===== src/olp_pkg.sv =====
// Constants, register map and types of the OR / move / pointer-load core
// Operation
// - The OR-with-file opcode (000100 d a f) ORs the accumulator with the file register and updates N and Z.
// - Destination bit 0 sends the result to the accumulator, 1 writes it back to the file register.
// - Access bit 0 resolves the file address in the fixed access bank, not through the bank select register.
// - Access bit 1 takes the bank from the bank select register.
// - Access bit 0 with the extended set enabled and an address of at most 95 uses indexed literal offset.
// - The move-file opcode (010100 d a f) copies the file register to the destination and updates N and Z.
// - The move-file source may be any location of the selected 256-byte bank.
// - Pointer load has two words: 1110111000 with select and bits 11..8, then 11110000 with bits 7..0.
// - Pointer load takes two cycles: high byte written in the first, low byte in the second.
package olp_pkg;
    // Bus geometry and register byte offsets
    localparam int OLP_AXI_AW = 8;
    localparam logic [7:0] OLP_OFS_INSTR = 8'h00;
    localparam logic [7:0] OLP_OFS_STATUS = 8'h04;
    localparam logic [7:0] OLP_OFS_ACCUM = 8'h08;
    localparam logic [7:0] OLP_OFS_BANK = 8'h0c;
    localparam logic [7:0] OLP_OFS_CONFIG = 8'h10;
    localparam logic [7:0] OLP_OFS_PTR0 = 8'h14;
    localparam logic [7:0] OLP_OFS_PTR1 = 8'h18;
    localparam logic [7:0] OLP_OFS_PTR2 = 8'h1c;
    localparam logic [1:0] OLP_RESP_OKAY = 2'h0;
    localparam logic [1:0] OLP_RESP_SLVERR = 2'h2;
    // Status and config field positions
    localparam int OLP_SB_BUSY = 0;
    localparam int OLP_SB_WAIT2 = 1;
    localparam int OLP_SB_NEG = 2;
    localparam int OLP_SB_ZERO = 3;
    localparam int OLP_SB_ILLEGAL = 4;
    localparam int OLP_CB_EXTEN = 0;
    // Instruction fields and opcodes
    localparam int OLP_IB_DEST = 9;
    localparam int OLP_IB_ACCESS = 8;
    localparam logic [5:0] OLP_OPC_OR = 6'h04;
    localparam logic [5:0] OLP_OPC_MOV = 6'h14;
    localparam logic [9:0] OLP_OPC_LF1 = 10'h3b8;
    localparam logic [7:0] OLP_OPC_LF2 = 8'hf0;
    localparam logic [1:0] OLP_PTR_SEL_BAD = 2'h3;
    localparam int OLP_PTR_COUNT = 3;
    localparam int OLP_PTR_INDEX = 2;
    // Data space layout
    localparam logic [7:0] OLP_IDX_LIMIT = 8'h5f;
    localparam logic [7:0] OLP_ACC_SPLIT = 8'h60;
    localparam logic [3:0] OLP_ACC_LO_BANK = 4'h0;
    localparam logic [3:0] OLP_ACC_HI_BANK = 4'hf;
    // Phase timing: four quarter phases per instruction cycle
    localparam logic [1:0] OLP_Q1 = 2'h0;
    localparam logic [1:0] OLP_Q2 = 2'h1;
    localparam logic [1:0] OLP_Q3 = 2'h2;
    localparam logic [1:0] OLP_Q4 = 2'h3;
    // Reset values
    localparam logic [7:0] OLP_ACCUM_RST = 8'h00;
    localparam logic [3:0] OLP_BANK_RST = 4'h0;
    localparam logic [3:0] OLP_PTRHI_RST = 4'h0;
    localparam logic [7:0] OLP_PTRLO_RST = 8'h00;
    localparam logic OLP_EXT_RST = 1'b0;

    typedef enum logic [2:0] {
        OLP_ST_IDLE = 3'b001,
        OLP_ST_RUN = 3'b010,
        OLP_ST_WAIT2 = 3'b100
    } olp_state_t;

    typedef enum logic [1:0] {
        OLP_OP_OR = 2'h0,
        OLP_OP_MOV = 2'h1,
        OLP_OP_LFH = 2'h2,
        OLP_OP_LFL = 2'h3
    } olp_op_t;

    typedef struct packed {
        logic [11:0] addr;
        logic [7:0] wdata;
        logic re;
        logic we;
    } olp_mem_req_t;
endpackage : olp_pkg

===== src/olp_addr_resolve.sv =====
// Data address resolver for file-register operands
`timescale 1ns/1ps
module olp_addr_resolve import olp_pkg::*; (
    input wire logic clock, // Core clock
    input wire logic sys_rst, // Asynchronous reset, active high
    input wire logic [7:0] fileAddr, // 8-bit file operand
    input wire logic accessSel, // 0 access bank, 1 banked
    input wire logic [3:0] bankSel, // Bank select register
    input wire logic extEn, // Extended set enable
    input wire logic [11:0] ptrBase, // Index pointer value
    output logic [11:0] dataAddr // Resolved data address
);
    // Candidate addresses and selection
    wire indexed = !accessSel && extEn && (fileAddr <= OLP_IDX_LIMIT);
    wire lowAccess = fileAddr < OLP_ACC_SPLIT;
    wire [11:0] accessAddr = lowAccess ? {OLP_ACC_LO_BANK, fileAddr}
                                       : {OLP_ACC_HI_BANK, fileAddr};
    wire [11:0] bankAddr = {bankSel, fileAddr};
    wire [11:0] indexAddr = ptrBase + {4'h0, fileAddr};
    assign dataAddr = indexed ? indexAddr : (accessSel ? bankAddr : accessAddr);
endmodule : olp_addr_resolve


===== src/olp_core.sv =====
// Core executing OR-with-file, move-file and pointer-load over AXI4-Lite
`timescale 1ns/1ps
module olp_core import olp_pkg::*; (
    input wire logic clock, // Core clock, 100 MHz
    input wire logic sys_rst, // Asynchronous reset, active high
    input wire logic [OLP_AXI_AW-1:0] s_axi_awaddr, // Write address
    input wire logic s_axi_awvalid, // Write address valid
    output logic s_axi_awready, // Write address ready
    input wire logic [31:0] s_axi_wdata, // Write data
    input wire logic [3:0] s_axi_wstrb, // Write byte strobes
    input wire logic s_axi_wvalid, // Write data valid
    output logic s_axi_wready, // Write data ready
    output logic [1:0] s_axi_bresp, // Write response
    output logic s_axi_bvalid, // Write response valid
    input wire logic s_axi_bready, // Write response ready
    input wire logic [OLP_AXI_AW-1:0] s_axi_araddr, // Read address
    input wire logic s_axi_arvalid, // Read address valid
    output logic s_axi_arready, // Read address ready
    output logic [31:0] s_axi_rdata, // Read data
    output logic [1:0] s_axi_rresp, // Read response
    output logic s_axi_rvalid, // Read data valid
    input wire logic s_axi_rready, // Read data ready
    output olp_mem_req_t memReq, // Data memory request
    input wire logic [7:0] memRdData // Data memory read byte
);
    // Bus slave state
    logic awReady_q, wReady_q, bValid_q, arReady_q, rValid_q;
    logic [1:0] bResp_q, rResp_q;
    logic [OLP_AXI_AW-1:0] awAddr_q;
    logic [31:0] wData_q, rData_q;
    logic [3:0] wStrb_q;
    // Execution state
    olp_state_t state_q, state_d;
    olp_op_t op_q, newOp;
    logic [1:0] phase_q;
    logic [15:0] instr_q;
    logic [1:0] ptrSel_q;
    logic [7:0] fileData_q, result_q, accum_q;
    logic neg_q, zero_q, extEn_q, illegal_q;
    logic [3:0] bankSel_q;
    logic [3:0] ptrHi_q [OLP_PTR_COUNT];
    logic [7:0] ptrLo_q [OLP_PTR_COUNT];
    olp_mem_req_t memReq_q;
    logic [11:0] dataAddr;
    logic [31:0] rdWord;
    logic rdHit;

    // Bus outputs straight from flops
    assign s_axi_awready = awReady_q;
    assign s_axi_wready = wReady_q;
    assign s_axi_bvalid = bValid_q;
    assign s_axi_bresp = bResp_q;
    assign s_axi_arready = arReady_q;
    assign s_axi_rvalid = rValid_q;
    assign s_axi_rdata = rData_q;
    assign s_axi_rresp = rResp_q;
    assign memReq = memReq_q;

    // Write decode: one write is done once address and data are both held
    wire awTake = s_axi_awvalid && awReady_q;
    wire wTake = s_axi_wvalid && wReady_q;
    wire doWrite = !awReady_q && !wReady_q && !bValid_q;
    wire selInstr = awAddr_q[7:2] == OLP_OFS_INSTR[7:2];
    wire selStatus = awAddr_q[7:2] == OLP_OFS_STATUS[7:2];
    wire selAccum = awAddr_q[7:2] == OLP_OFS_ACCUM[7:2];
    wire selBank = awAddr_q[7:2] == OLP_OFS_BANK[7:2];
    wire selConfig = awAddr_q[7:2] == OLP_OFS_CONFIG[7:2];
    wire selPtr = (awAddr_q[7:2] == OLP_OFS_PTR0[7:2]) || (awAddr_q[7:2] == OLP_OFS_PTR1[7:2])
                  || (awAddr_q[7:2] == OLP_OFS_PTR2[7:2]);
    wire busy = state_q == OLP_ST_RUN;
    wire wrMapped = selInstr || selStatus || selAccum || selBank || selConfig || selPtr;
    wire wrBusyHit = busy && (selInstr || selAccum || selBank || selConfig);
    wire wrBadStrb = selInstr && (wStrb_q[1:0] != 2'h3);
    wire wrOk = doWrite && wrMapped && !wrBusyHit && !wrBadStrb;
    wire instrGo = wrOk && selInstr;
    wire illegalClr = wrOk && selStatus && wStrb_q[0] && wData_q[OLP_SB_ILLEGAL];

    // Instruction word decode
    wire [15:0] word = wData_q[15:0];
    wire isOr = word[15:10] == OLP_OPC_OR;
    wire isMov = word[15:10] == OLP_OPC_MOV;
    wire isLfHi = (word[15:6] == OLP_OPC_LF1) && (word[5:4] != OLP_PTR_SEL_BAD);
    wire isLfLo = word[15:8] == OLP_OPC_LF2;
    wire waitLo = state_q == OLP_ST_WAIT2;
    wire legal = waitLo ? isLfLo : (isOr || isMov || isLfHi);
    wire startRun = instrGo && legal;
    wire badWord = instrGo && !legal;
    assign newOp = waitLo ? OLP_OP_LFL : (isOr ? OLP_OP_OR : (isMov ? OLP_OP_MOV : OLP_OP_LFH));

    // Operand fields of the running instruction
    wire fileOp = (op_q == OLP_OP_OR) || (op_q == OLP_OP_MOV);
    wire destFile = instr_q[OLP_IB_DEST];
    wire inQ1 = busy && phase_q == OLP_Q1;
    wire inQ2 = busy && phase_q == OLP_Q2;
    wire inQ3 = busy && phase_q == OLP_Q3;
    wire inQ4 = busy && phase_q == OLP_Q4;
    wire [7:0] resultD = (op_q == OLP_OP_OR) ? (accum_q | fileData_q) : fileData_q;

    // Address resolution for the file operand
    olp_addr_resolve uResolve (
        .clock(clock),
        .sys_rst(sys_rst),
        .fileAddr(instr_q[7:0]),
        .accessSel(instr_q[OLP_IB_ACCESS]),
        .bankSel(bankSel_q),
        .extEn(extEn_q),
        .ptrBase({ptrHi_q[OLP_PTR_INDEX], ptrLo_q[OLP_PTR_INDEX]}),
        .dataAddr(dataAddr)
    );

    // Write channels
    always_ff @(posedge clock or posedge sys_rst) begin
        if (sys_rst) begin
            awReady_q <= 1'b1;
            wReady_q <= 1'b1;
            bValid_q <= 1'b0;
            bResp_q <= OLP_RESP_OKAY;
            awAddr_q <= '0;
            wData_q <= '0;
            wStrb_q <= '0;
        end else begin
            if (awTake) begin
                awReady_q <= 1'b0;
                awAddr_q <= s_axi_awaddr;
            end else if (bValid_q && s_axi_bready) begin
                awReady_q <= 1'b1;
            end
            if (wTake) begin
                wReady_q <= 1'b0;
                wData_q <= s_axi_wdata;
                wStrb_q <= s_axi_wstrb;
            end else if (bValid_q && s_axi_bready) begin
                wReady_q <= 1'b1;
            end
            if (doWrite) begin
                bValid_q <= 1'b1;
                bResp_q <= wrOk ? OLP_RESP_OKAY : OLP_RESP_SLVERR;
            end else if (s_axi_bready) begin
                bValid_q <= 1'b0;
            end
        end
    end

    // Read data selection
    always_comb begin
        rdHit = 1'b1;
        rdWord = '0;
        case (s_axi_araddr[7:2])
            OLP_OFS_INSTR[7:2]: rdWord = {16'h0000, instr_q};
            OLP_OFS_STATUS[7:2]: rdWord = {27'h0, illegal_q, zero_q, neg_q, waitLo, busy};
            OLP_OFS_ACCUM[7:2]: rdWord = {24'h0, accum_q};
            OLP_OFS_BANK[7:2]: rdWord = {28'h0, bankSel_q};
            OLP_OFS_CONFIG[7:2]: rdWord = {31'h0, extEn_q};
            OLP_OFS_PTR0[7:2]: rdWord = {20'h0, ptrHi_q[0], ptrLo_q[0]};
            OLP_OFS_PTR1[7:2]: rdWord = {20'h0, ptrHi_q[1], ptrLo_q[1]};
            OLP_OFS_PTR2[7:2]: rdWord = {20'h0, ptrHi_q[2], ptrLo_q[2]};
            default: rdHit = 1'b0;
        endcase
    end

    // Read channels: data one cycle after the address is taken
    always_ff @(posedge clock or posedge sys_rst) begin
        if (sys_rst) begin
            arReady_q <= 1'b1;
            rValid_q <= 1'b0;
            rData_q <= '0;
            rResp_q <= OLP_RESP_OKAY;
        end else if (s_axi_arvalid && arReady_q) begin
            arReady_q <= 1'b0;
            rValid_q <= 1'b1;
            rData_q <= rdWord;
            rResp_q <= rdHit ? OLP_RESP_OKAY : OLP_RESP_SLVERR;
        end else if (rValid_q && s_axi_rready) begin
            arReady_q <= 1'b1;
            rValid_q <= 1'b0;
        end
    end

    // Sequencer next state
    always_comb begin
        state_d = state_q;
        case (state_q)
            OLP_ST_IDLE: if (startRun) state_d = OLP_ST_RUN;
            OLP_ST_RUN: begin
                if (phase_q == OLP_Q4) begin
                    state_d = (op_q == OLP_OP_LFH) ? OLP_ST_WAIT2 : OLP_ST_IDLE;
                end
            end
            OLP_ST_WAIT2: begin
                if (startRun) begin
                    state_d = OLP_ST_RUN;
                end else if (badWord) begin
                    state_d = OLP_ST_IDLE;
                end
            end
            default: state_d = OLP_ST_IDLE;
        endcase
    end

    // Sequencer, phase counter and instruction latch
    always_ff @(posedge clock or posedge sys_rst) begin
        if (sys_rst) begin
            state_q <= OLP_ST_IDLE;
            phase_q <= OLP_Q1;
            op_q <= OLP_OP_OR;
            instr_q <= '0;
            ptrSel_q <= '0;
            illegal_q <= 1'b0;
        end else begin
            state_q <= state_d;
            phase_q <= busy ? 2'(phase_q + 2'h1) : OLP_Q1;
            if (startRun) begin
                op_q <= newOp;
                instr_q <= word;
            end
            if (startRun && !waitLo) ptrSel_q <= word[5:4];
            illegal_q <= badWord || (illegal_q && !illegalClr);
        end
    end

    // Q1 issue read, Q2 capture, Q3 process and post write, Q4 retire
    always_ff @(posedge clock or posedge sys_rst) begin
        if (sys_rst) begin
            memReq_q <= '0;
            fileData_q <= '0;
            result_q <= '0;
        end else begin
            if (inQ1) begin
                memReq_q.addr <= dataAddr;
            end
            memReq_q.re <= inQ1 && fileOp;
            if (inQ2 && fileOp) fileData_q <= memRdData;
            if (inQ3) begin
                result_q <= resultD;
                memReq_q.wdata <= resultD;
            end
            memReq_q.we <= inQ3 && fileOp && destFile;
        end
    end

    // Accumulator, flags, bank select and extended enable
    always_ff @(posedge clock or posedge sys_rst) begin
        if (sys_rst) begin
            accum_q <= OLP_ACCUM_RST;
            neg_q <= 1'b0;
            zero_q <= 1'b0;
            bankSel_q <= OLP_BANK_RST;
            extEn_q <= OLP_EXT_RST;
        end else begin
            if (inQ4 && fileOp) begin
                if (!destFile) accum_q <= result_q;
                neg_q <= result_q[7];
                zero_q <= result_q == 8'h00;
            end else if (wrOk && selAccum && wStrb_q[0]) begin
                accum_q <= wData_q[7:0];
            end
            if (wrOk && selBank && wStrb_q[0]) bankSel_q <= wData_q[3:0];
            if (wrOk && selConfig && wStrb_q[0]) extEn_q <= wData_q[OLP_CB_EXTEN];
        end
    end

    // Pointer registers, written only by the pointer-load cycles
    for (genvar g = 0; g < OLP_PTR_COUNT; g++) begin : gPtr
        wire hit = inQ4 && (ptrSel_q == 2'(g));
        always_ff @(posedge clock or posedge sys_rst) begin
            if (sys_rst) begin
                ptrHi_q[g] <= OLP_PTRHI_RST;
                ptrLo_q[g] <= OLP_PTRLO_RST;
            end else begin
                if (hit && op_q == OLP_OP_LFH) ptrHi_q[g] <= instr_q[3:0];
                if (hit && op_q == OLP_OP_LFL) ptrLo_q[g] <= instr_q[7:0];
            end
        end
    end
endmodule : olp_core


===== config.mk =====
export PLATFORM = sky130hd
export DESIGN_NAME = olp_core
export DESIGN_NICKNAME = d
export VERILOG_FILES = /design/src/olp_pkg.sv /design/src/olp_addr_resolve.sv /design/src/olp_core.sv
export SDC_FILE = /design/constraint.sdc
export NUM_CORES = 1
export LEC_CHECK = 0
export BUFFER_PORTS_ARGS = -buffer_cell sky130_fd_sc_hd__buf_4
export CORE_UTILIZATION = 30
export CTS_CLUSTER_SIZE = 14
export DETAILED_ROUTE_END_ITERATION = 7
export HOLD_SLACK_MARGIN = 0.08
export MAX_ROUTING_LAYER = met4
export PLACE_DENSITY = 0.45
export SYNTH_ARGS = -nofsm -noshare
export SYNTH_HDL_FRONTEND = slang
export SYNTH_SLANG_ARGS = --single-unit

===== constraint.sdc =====
create_clock -name clock -period 16.9 [get_ports clock]
set_clock_uncertainty 0.15 [all_clocks]
set_input_delay 3.38 -clock clock [delete_from_list [all_inputs] [get_ports clock]]
set_output_delay 3.38 -clock clock [all_outputs]
set_load 0.01 [all_outputs]

==> metrics.sh, run 1 <==
RUN_STATUS='finished clean'
P_LEAK_nW=4.11
WORSTPATHBUFFERINVERTERCOUNT=1
FINAL_CORE_UTIL_PCT=36.5
FILLERS=2439
SYNTH_SEQUENTIAL_AREA_RATIO_PCT=51.9
YOSYSWARNINGCOUNT=0
OVERALL_GLOBAL_ROUTING_RESOURCE_USAGE_PCT=16.1
FLOORPLAN.IO_PINS=130
GRT_START_MAX_NET_PINS=86
INITIAL_CORE_UTILIZATION_PCT=30.6
PLACE_CONGESTION=0.777
DATA_ARRIVAL_AT_THE_ENDPOINT_OF_THE_CRITICAL_PATH_PS=5300
FIRST_PASS_GRT_WIRE_LENGTH_UM=30600
GROUTE.LAYER.MET1.USAGE_PCT=20.9
WL_PER_CELL_UM=17.8
DRT-INITIAL-DRC-COUNT=249
TIMING.CRITICAL_PATH.TO_TYPE='flop'
DR_VIAS=5293
PLACEMENT_ROWS=57
SYNTH.AREA.MUX_SHARE_PCT=17.9
SYNTH-EDFF-COUNT=0
DESIGN.DIE.AREA_UM2=25400
FIRSTDRTPASSITERS=4
POST-ROUTE-MIN-PERIOD_PS=5120
SYNTH_ADDER_AREA_SHARE_PCT=2.29
CTS_BUFFERS=17
ANTENNA_FOUND_INITIAL=0
VIA_PER_INST=4.97
FIRST_GLOBAL_VIAS=5475
CLOCK_TREE_FROM_TRITONCTS='done'
UNREPAIRED_SETUP_ENDPOINTS_AFTER_GLOBAL_ROUTING='no'
FINAL_NETS=807
POST-LAYOUT-TOTAL-POWER_uW=940
FINAL.PERIOD_UTILIZATION_PCT=30.3
SYNTH-XOR-AREA-SHARE_PCT=0.471
WORSTSETUPPATHTYPE='in -> reg'
CRIT_FANOUT=22
PATH_COMMON_CELL='sky130_fd_sc_hd__o21ai_0'
GLOBALROUTE.TOTALOVERFLOW=0
POSTSYNTHREGISTERBITS=154
CLOCK_LATENCY_PS=420
NUMCLOCKSINKS=154
ROUTE.FINAL.WIRE_LENGTH_UM=18900
WORSTPATHREQUIRED_PS=17070
DIODES=0
REPORT.FINAL.SETUP_VIOL=0
CLK_PATH_BUF_DEPTH=2
SYNTHTOLAYOUTAREAGROWTH_PCT=19.3
GLOBALROUTEMET2UTIL_PCT=25.5
SYN_AREA_PER_CELL_UM2=11.5
DRIVE_ABOVE_1_SHARE_PCT=32.6
REMAINING_DRC_ERRORS=0
MAX-CAP-VIOLATIONS=0
CRIT_PATH_START_KIND='primary input'
SYNTH.LIB_CELLS_USED.DISTINCT=59
NETLIST_INSTANCES=644
FLOORPLAN.DIE.HEIGHT_UM=159
TIMING.SLEW.HEADROOM_PCT=25.4
IR_WORST_VDD_V=0.0000511
HOLD_CRIT_CLASS='reg -> reg'
CRITICAL_PATH.MAX_STAGE_DELAY_PS=760
NUMPORTBUFFERS=89
DIE_X_UM=159
POWER_DENSITY_nW_PER_UM2=106
TOTALNEGATIVESETUPSLACK_PS=0
YOSYS_MOST_USED_DFF='sky130_fd_sc_hd__dfrtp_1'
SYN_AREA_UM2=7440
SYNTH_TOP_FAMILY_BY_AREA='multiplexers'
FINAL-MAX-SLEW-VIOLATION-COUNT=0
WORST_PATH_MAX_DELAY_CELL='sky130_fd_sc_hd__nor2b_1'
FMAX_MHz=195
HTREEDEPTH=4
DRT.ANTENNA.VIOLATING_NETS=0
CTS.CLK_SLEW.WORST_PATHS_PS=60
POSTCTSSETUPREPAIRBUFS=0
WORSTPATHCELLLIST='buf_4, nor2b_1, a22oi_1, o21ai_0, a21oi_1, o21ai_0'
CTS.HOLD.BUFFERS_ADDED=0
CRITICAL_PATH.TOP_DELAY_FAMILY='compound AO/OA/AOI/OAI gates'
SYNTH_ASYNC_SR_FLOP_SHARE_PCT=100
SYNTH-SIMPLE-AREA-SHARE_PCT=11.1
MET3_USAGE_PCT=3.26
DETAILEDPLACEMENTHPWL_UM=13700
CTS_RESIZED=0
CTS_ROOT_BUF='sky130_fd_sc_hd__clkbuf_16'
WORST_PIN_SLEW_PS=1120
SYNTH-COMPOUND-AREA-SHARE_PCT=12.0
CORE_AREA_UM2=24300
FINAL_HOLD_VIOL_COUNT=0
GRT_MOST_USED_LAYER='met2'
[power by group]
part / internal, mW / switching [mW] / leakage [nW] / total (mW)
Clock: 0.205 / 0.150 / 0.257 / 0.355
Sequential: 0.413 / 0.0571 / 2.06 / 0.471
Combinational: 0.0637 / 0.0514 / 1.79 / 0.115
[stage by stage]
stage	setup WS, ps	instances	hold WS [ps]	cell area (µm²)
floorplan	9230	661	300	7500
detailed placement	11260	1032	325	8330
global route	11580	1064	359	8870
finish	11780	1064	330	8870
global placement	11310	1032	313	8330
CTS	11710	1064	340	8870
[sequential cells by signal, indices dropped and copies added, names as in the netlist, 3 cells and up]
| signal | count |
|---|---|
| accum_q | 8 |
| awAddr_q | 6 |
| bankSel_q | 4 |
| fileData_q | 8 |
| instr_q | 16 |
| memReq | 22 |
| ptrHi_q | 12 |
| ptrLo_q | 24 |
| s_axi_rdata | 16 |
| state_q | 3 |
| wData_q | 16 |
[kinds of logic (layout without fill, tap and decap cells)]
family | count (synthesis) | in the layout
AND/OR/NAND/NOR | 162 | 162
buffers and inverters | 61 | 140
multiplexers | 115 | 115
AO/OA/AOI/OAI | 134 | 134
flip-flops | 154 | 154
other | 1 | 18
XOR/XNOR | 4 | 4
adder cells (fa/ha/maj) | 13 | 13
[cell type report]
type,count,area (µm²),share of cell area [%]
inverters,18,72.6,0.818
well taps,324,405,4.57
clock inverters,9,77.6,0.875
clock buffers,23,458,5.16
repair buffers,90,676,7.62
flip-flops and latches,154,3860,43.5
multi-input cells,446,3320,37.5
[synth_stat cells (all sizes together) (3+ instances only)]
library cell	n	share of area, %
a21oi	37	2.5
buf	23	2.4
o211ai	5	0.50
a22o	5	0.61
nor2b	7	0.59
inv	18	0.91
nand2	46	2.3
dfstp	4	1.4
and2	3	0.25
clkbuf	20	1.0
o2bb2ai	3	0.35
and3	5	0.42
mux2i	11	1.5
nand2b	5	0.42
or4	3	0.35
dfrtp	150	50
o221a	8	1.2
nand3	12	0.81
nor3	10	0.67
a221oi	4	0.47
ha	12	2.0
nand4b	4	0.47
or3	13	1.2
nor4	3	0.25
a211oi	5	0.50
o21ai	36	2.4
a211o	3	0.35
mux2	102	16
a22oi	13	1.3
a31oi	3	0.25
nor3b	3	0.37
nor2	40	2.0
[final timing paths]
kind,startpoint,to,slack (ps),depth (start not counted)
max reg2reg,state_q[2],instr_q[14],14010,5
min in group asynchronous,sys_rst,bankSel_q[2],2900,2
min,memReq[11],memReq[11],330,2
min reg2reg,memReq[11],memReq[11],330,2
max in group asynchronous,sys_rst,ptrLo_q[19],12160,3
max,s_axi_araddr[2],s_axi_rdata[3],11780,6
[worst register-to-register path, cell delays in order (launching register included)]
cell                      delay (ps)
sky130_fd_sc_hd__dfrtp_1         450
sky130_fd_sc_hd__nor3b_1         640
sky130_fd_sc_hd__a211o_1         300
sky130_fd_sc_hd__or3_4           190
sky130_fd_sc_hd__a21o_1          640
sky130_fd_sc_hd__mux2_2          420
[cell usage in the layout (no fill, tap or decap), types with 4 or more instances in the layout]
master                      Yosys  layout
sky130_fd_sc_hd__a22o_1         4       4
sky130_fd_sc_hd__a221oi_1       4       4
sky130_fd_sc_hd__o21ai_0       36      36
sky130_fd_sc_hd__mux2_2        95      95
sky130_fd_sc_hd__mux2i_1       11      11
sky130_fd_sc_hd__a211oi_1       5       5
sky130_fd_sc_hd__o221a_2        8       8
sky130_fd_sc_hd__inv_1         18      17
sky130_fd_sc_hd__a22oi_1       13      13
sky130_fd_sc_hd__buf_4         18      90
sky130_fd_sc_hd__dfstp_2        4       4
sky130_fd_sc_hd__clkbuf_16      0      17
sky130_fd_sc_hd__clkinv_2       0       5
sky130_fd_sc_hd__and3_1         5       5
sky130_fd_sc_hd__nor3_1        10      10
sky130_fd_sc_hd__or3_1         11      11
sky130_fd_sc_hd__clkbuf_1      20       5
sky130_fd_sc_hd__conb_1         1      18
sky130_fd_sc_hd__nand2_1       46      46
sky130_fd_sc_hd__a21oi_1       37      37
sky130_fd_sc_hd__nand2b_1       5       5
sky130_fd_sc_hd__nand4b_1       4       4
sky130_fd_sc_hd__mux2_4         7       7
sky130_fd_sc_hd__nor2b_1        7       7
sky130_fd_sc_hd__nor2_1        40      40
sky130_fd_sc_hd__dfrtp_1      150     150
sky130_fd_sc_hd__o211ai_1       5       5
sky130_fd_sc_hd__ha_1          12      12
sky130_fd_sc_hd__nand3_1       12      12
[metal layers]
metal / wire [µm] / vias to the layer above
li1: - / 2486
met2: 9230 / 131
met5: 0 / -
met4: 239 / 0
met3: 769 / 17
met1: 8690 / 2659
(Power assumes the default switching activity.)
==> run 2: changes to the inputs <==
clock period = 4.9 ns   (was 16.9 ns; I/O delays follow)
==> run 2 against run 1 <==
  * Register-to-register slack worse by 12000 ps
  * Final area up 1.2%
  * Via count down 0.38%
  * Combinational power rose to 3.5 times the previous value
  * Routed wire length about the same
  * First-iteration DRC count up 28%
  * Sequential power rose to 3.4 times the previous value
  * Global-route usage up 0.069 points
  * Sequential share of layout area down 0.50 points
  * Core utilization up 0.43 points
  * Critical path depth down 1
  * Count of clock-buffer cells in the layout down 4
  * Critical endpoint is now instr_q[7]
==> metrics.sh, run 2 (synthesis results as in run 1) <==
NUMCLOCKSINKS=154  # unchanged
CRIT_FANOUT=18  # -18%
R2R-START='state_q[2]'
POSTCTSSETUPREPAIRBUFS=0  # unchanged
WORST_CASE_HOLD_SLACK_PS=329  # -0.626 ps
DRT.ANTENNA.VIOLATING_NETS=0  # unchanged
CTS_BUFFERS=17  # unchanged
SETUP_WS_PS=1920  # -9860 ps
FINAL_NETS=808  # +0.12%
PLACE_CONGESTION=0.789  # +1.5%
CTS.CLK_SLEW.WORST_PATHS_PS=70  # about the same
PLACEMENT_ROWS=57  # unchanged
POST-LAYOUT-TOTAL-POWER_mW=3.41  # +260%
FIRSTDRTPASSITERS=4  # unchanged
TIMING.SLEW.HEADROOM_PCT=33.3  # +8.0 points
DR_VIAS=5273  # -0.38%
SWITCHING_POWER_uW=927  # +260%
FIRST_GLOBAL_VIAS=5532  # +1.0%
INITIAL_CORE_UTILIZATION_PCT=30.6  # unchanged
POWER_DENSITY_nW_PER_UM2=380  # +260%
DIE_X_UM=159  # unchanged
CLOCK_TREE_FROM_TRITONCTS='done'
CLK_PATH_BUF_DEPTH=2  # unchanged
CRIT_PATH_START_KIND='flop'
DETAILEDPLACEMENTHPWL_UM=13600  # -1.1%
GLOBALROUTE.TOTALOVERFLOW=0  # unchanged
LEADING_CELL_TYPE_IN_THE_LAYOUT_FILL_AND_TAPS_EXCLUDED='sky130_fd_sc_hd__dfrtp_1'
REPORT.FINAL.SETUP_VIOL=0  # unchanged
FINAL-MAX-SLEW-VIOLATION-COUNT=0  # unchanged
NUMPORTBUFFERS=89  # unchanged
POST-ROUTE-MIN-PERIOD_PS=2980
WL_PER_CELL_UM=17.8  # about the same
ROUTE.FINAL.WIRE_LENGTH_UM=18900  # about the same
FLOORPLAN.IO_PINS=130  # unchanged
CRIT-REG2REG-CAPTURE='instr_q[7]'
TIMING.CRITICAL_PATH.TO_TYPE='flop'
DRT-INITIAL-DRC-COUNT=319  # +28%
DIODES=0  # unchanged
HTREEDEPTH=4  # unchanged
HOLDCRITSTARTPOINT='memReq[11]'
OVERALL_GLOBAL_ROUTING_RESOURCE_USAGE_PCT=16.1  # +0.069 points
CTS_ROOT_BUF='sky130_fd_sc_hd__clkbuf_16'
P_INT_mW=2.48  # +260%
DATA_ARRIVAL_AT_THE_ENDPOINT_OF_THE_CRITICAL_PATH_PS=3130  # -2170 ps
COMBPWRFRAC_PCT=11.8  # -0.4 points
P_SW_SHARE_PCT=27.2  # -0.23 points
FIRST_PASS_GRT_WIRE_LENGTH_UM=30500  # about the same
DRIVE_ABOVE_1_SHARE_PCT=33.3  # +0.77 points
WORST_PIN_SLEW_PS=994  # -125 ps
CLOCK_POWER_SHARE_PCT=40.6  # +2.9 points
FINAL_HOLD_VIOL_COUNT=0  # unchanged
WORSTPATHREQUIRED_PS=5060  # -12010 ps
REMAINING_DRC_ERRORS=0  # unchanged
WORSTSETUPPATHTYPE='reg -> reg'
DESIGN.DIE.AREA_UM2=25400  # unchanged
POWER.SEQUENTIAL.FRACTION_PCT=47.6  # -2.4 points
P_LEAK_nW=4.15  # +1.2%
ANTENNA_FOUND_INITIAL=0  # unchanged
VIA_PER_INST=4.95  # -0.47%
TOTALNEGATIVESETUPSLACK_PS=0  # unchanged
CTS_RESIZED=0  # unchanged
CTS.HOLD.BUFFERS_ADDED=0  # unchanged
HOLDPATHSTAGES=2  # unchanged
WORST_MIN_DELAY_PATH_ENDPOINT='memReq[11]'
FLOORPLAN.DIE.HEIGHT_UM=159  # unchanged
PRECTSSETUPSLACK_PS=1850  # -9420 ps
GRT_START_MAX_NET_PINS=155  # +80%
REGMOSTFLOPS='ptrLo_q'
CLOCK_LATENCY_PS=430  # about the same
MAX-CAP-VIOLATIONS=0  # unchanged
FINAL.PERIOD_UTILIZATION_PCT=60.8
RRSETUPSLACK_PS=1920  # -12090 ps
HOLD_CRIT_CLASS='reg -> reg'
REG2REG_DEPTH=5  # unchanged
SYNTHTOLAYOUTAREAGROWTH_PCT=20.7
LARGEST_REG_FLOPS=24  # unchanged
RUN_STATUS='finished clean'
CORE_AREA_UM2=24300  # unchanged
UNREPAIRED_SETUP_ENDPOINTS_AFTER_GLOBAL_ROUTING='no'
MOSTFREQUENTLAYOUTCELLS='sky130_fd_sc_hd__dfrtp_1 (150), sky130_fd_sc_hd__mux2_2 (95), sky130_fd_sc_hd__buf_4 (90), sky130_fd_sc_hd__nand2_1 (46), sky130_fd_sc_hd__nor2_1 (40)'
IR_WORST_VDD_V=0.000204  # +300%
FMAX_MHz=336
[run 2: critical path, cell delays in order (launching register included)]
cell                      delay [ps]
sky130_fd_sc_hd__dfrtp_1         430
sky130_fd_sc_hd__nor3b_1         700
sky130_fd_sc_hd__a211o_1         310
sky130_fd_sc_hd__or3_4           190
sky130_fd_sc_hd__a21o_1          660
sky130_fd_sc_hd__mux2_2          410
[run 2: routing by layer]
layer	vias to the layer above	part of all wire, %	track usage [%]
li1	2492	-	-
met1	2651	47	20.9
met2	114	49	25.8
met3	16	3.5	3.23
met4	0	1.1	4.37
met5	-	0	-
[run 2: per-stage QoR]
| step | area (µm²) | util (%) | std cells |
|---|---|---|---|
| finish | 8970 | 36.9 | 1065 |
| CTS | 8970 | 36.9 | 1065 |
| global placement | 8350 | 34.3 | 1033 |
| global route | 8970 | 36.9 | 1065 |
| detailed placement | 8350 | 34.3 | 1033 |
| floorplan | 7500 | - | 661 |
[run 2: cell type report]
class,instances,area [µm²]
Clock inverter,13,168
Timing Repair Buffer,91,696
Sequential cell,154,3860
Tap cell,324,405
Multi-Input combinational cell,446,3320
Clock buffer,19,453
Inverter,18,71.3
Fill cell,2389,15300
[run 2: power groups by stage]
stage	clock [mW]	sequential (mW)	combinational (mW)
floorplan	0	1.56	0.296
finish	1.38	1.62	0.400
detailed placement	0	1.65	0.408
CTS	1.43	1.63	0.409
global placement	0	1.64	0.394
global route	1.48	1.65	0.450
[run 2: how the worst max path moves through the flow]
stage / start / endpoint / slack, ps / depth (start not counted)
6_report: state_q[2] / instr_q[7] / 1920 / 5
5_1_grt: state_q[2] / instr_q[8] / 1790 / 5
4_1_cts: state_q[2] / instr_q[7] / 1950 / 5
3_5_place_dp: s_axi_araddr[5] / s_axi_rdata[5] / 1850 / 6
3_3_place_gp: s_axi_araddr[5] / s_axi_rdata[5] / 1890 / 6
2_1_floorplan: sys_rst / accum_q[0] / 1830 / 1
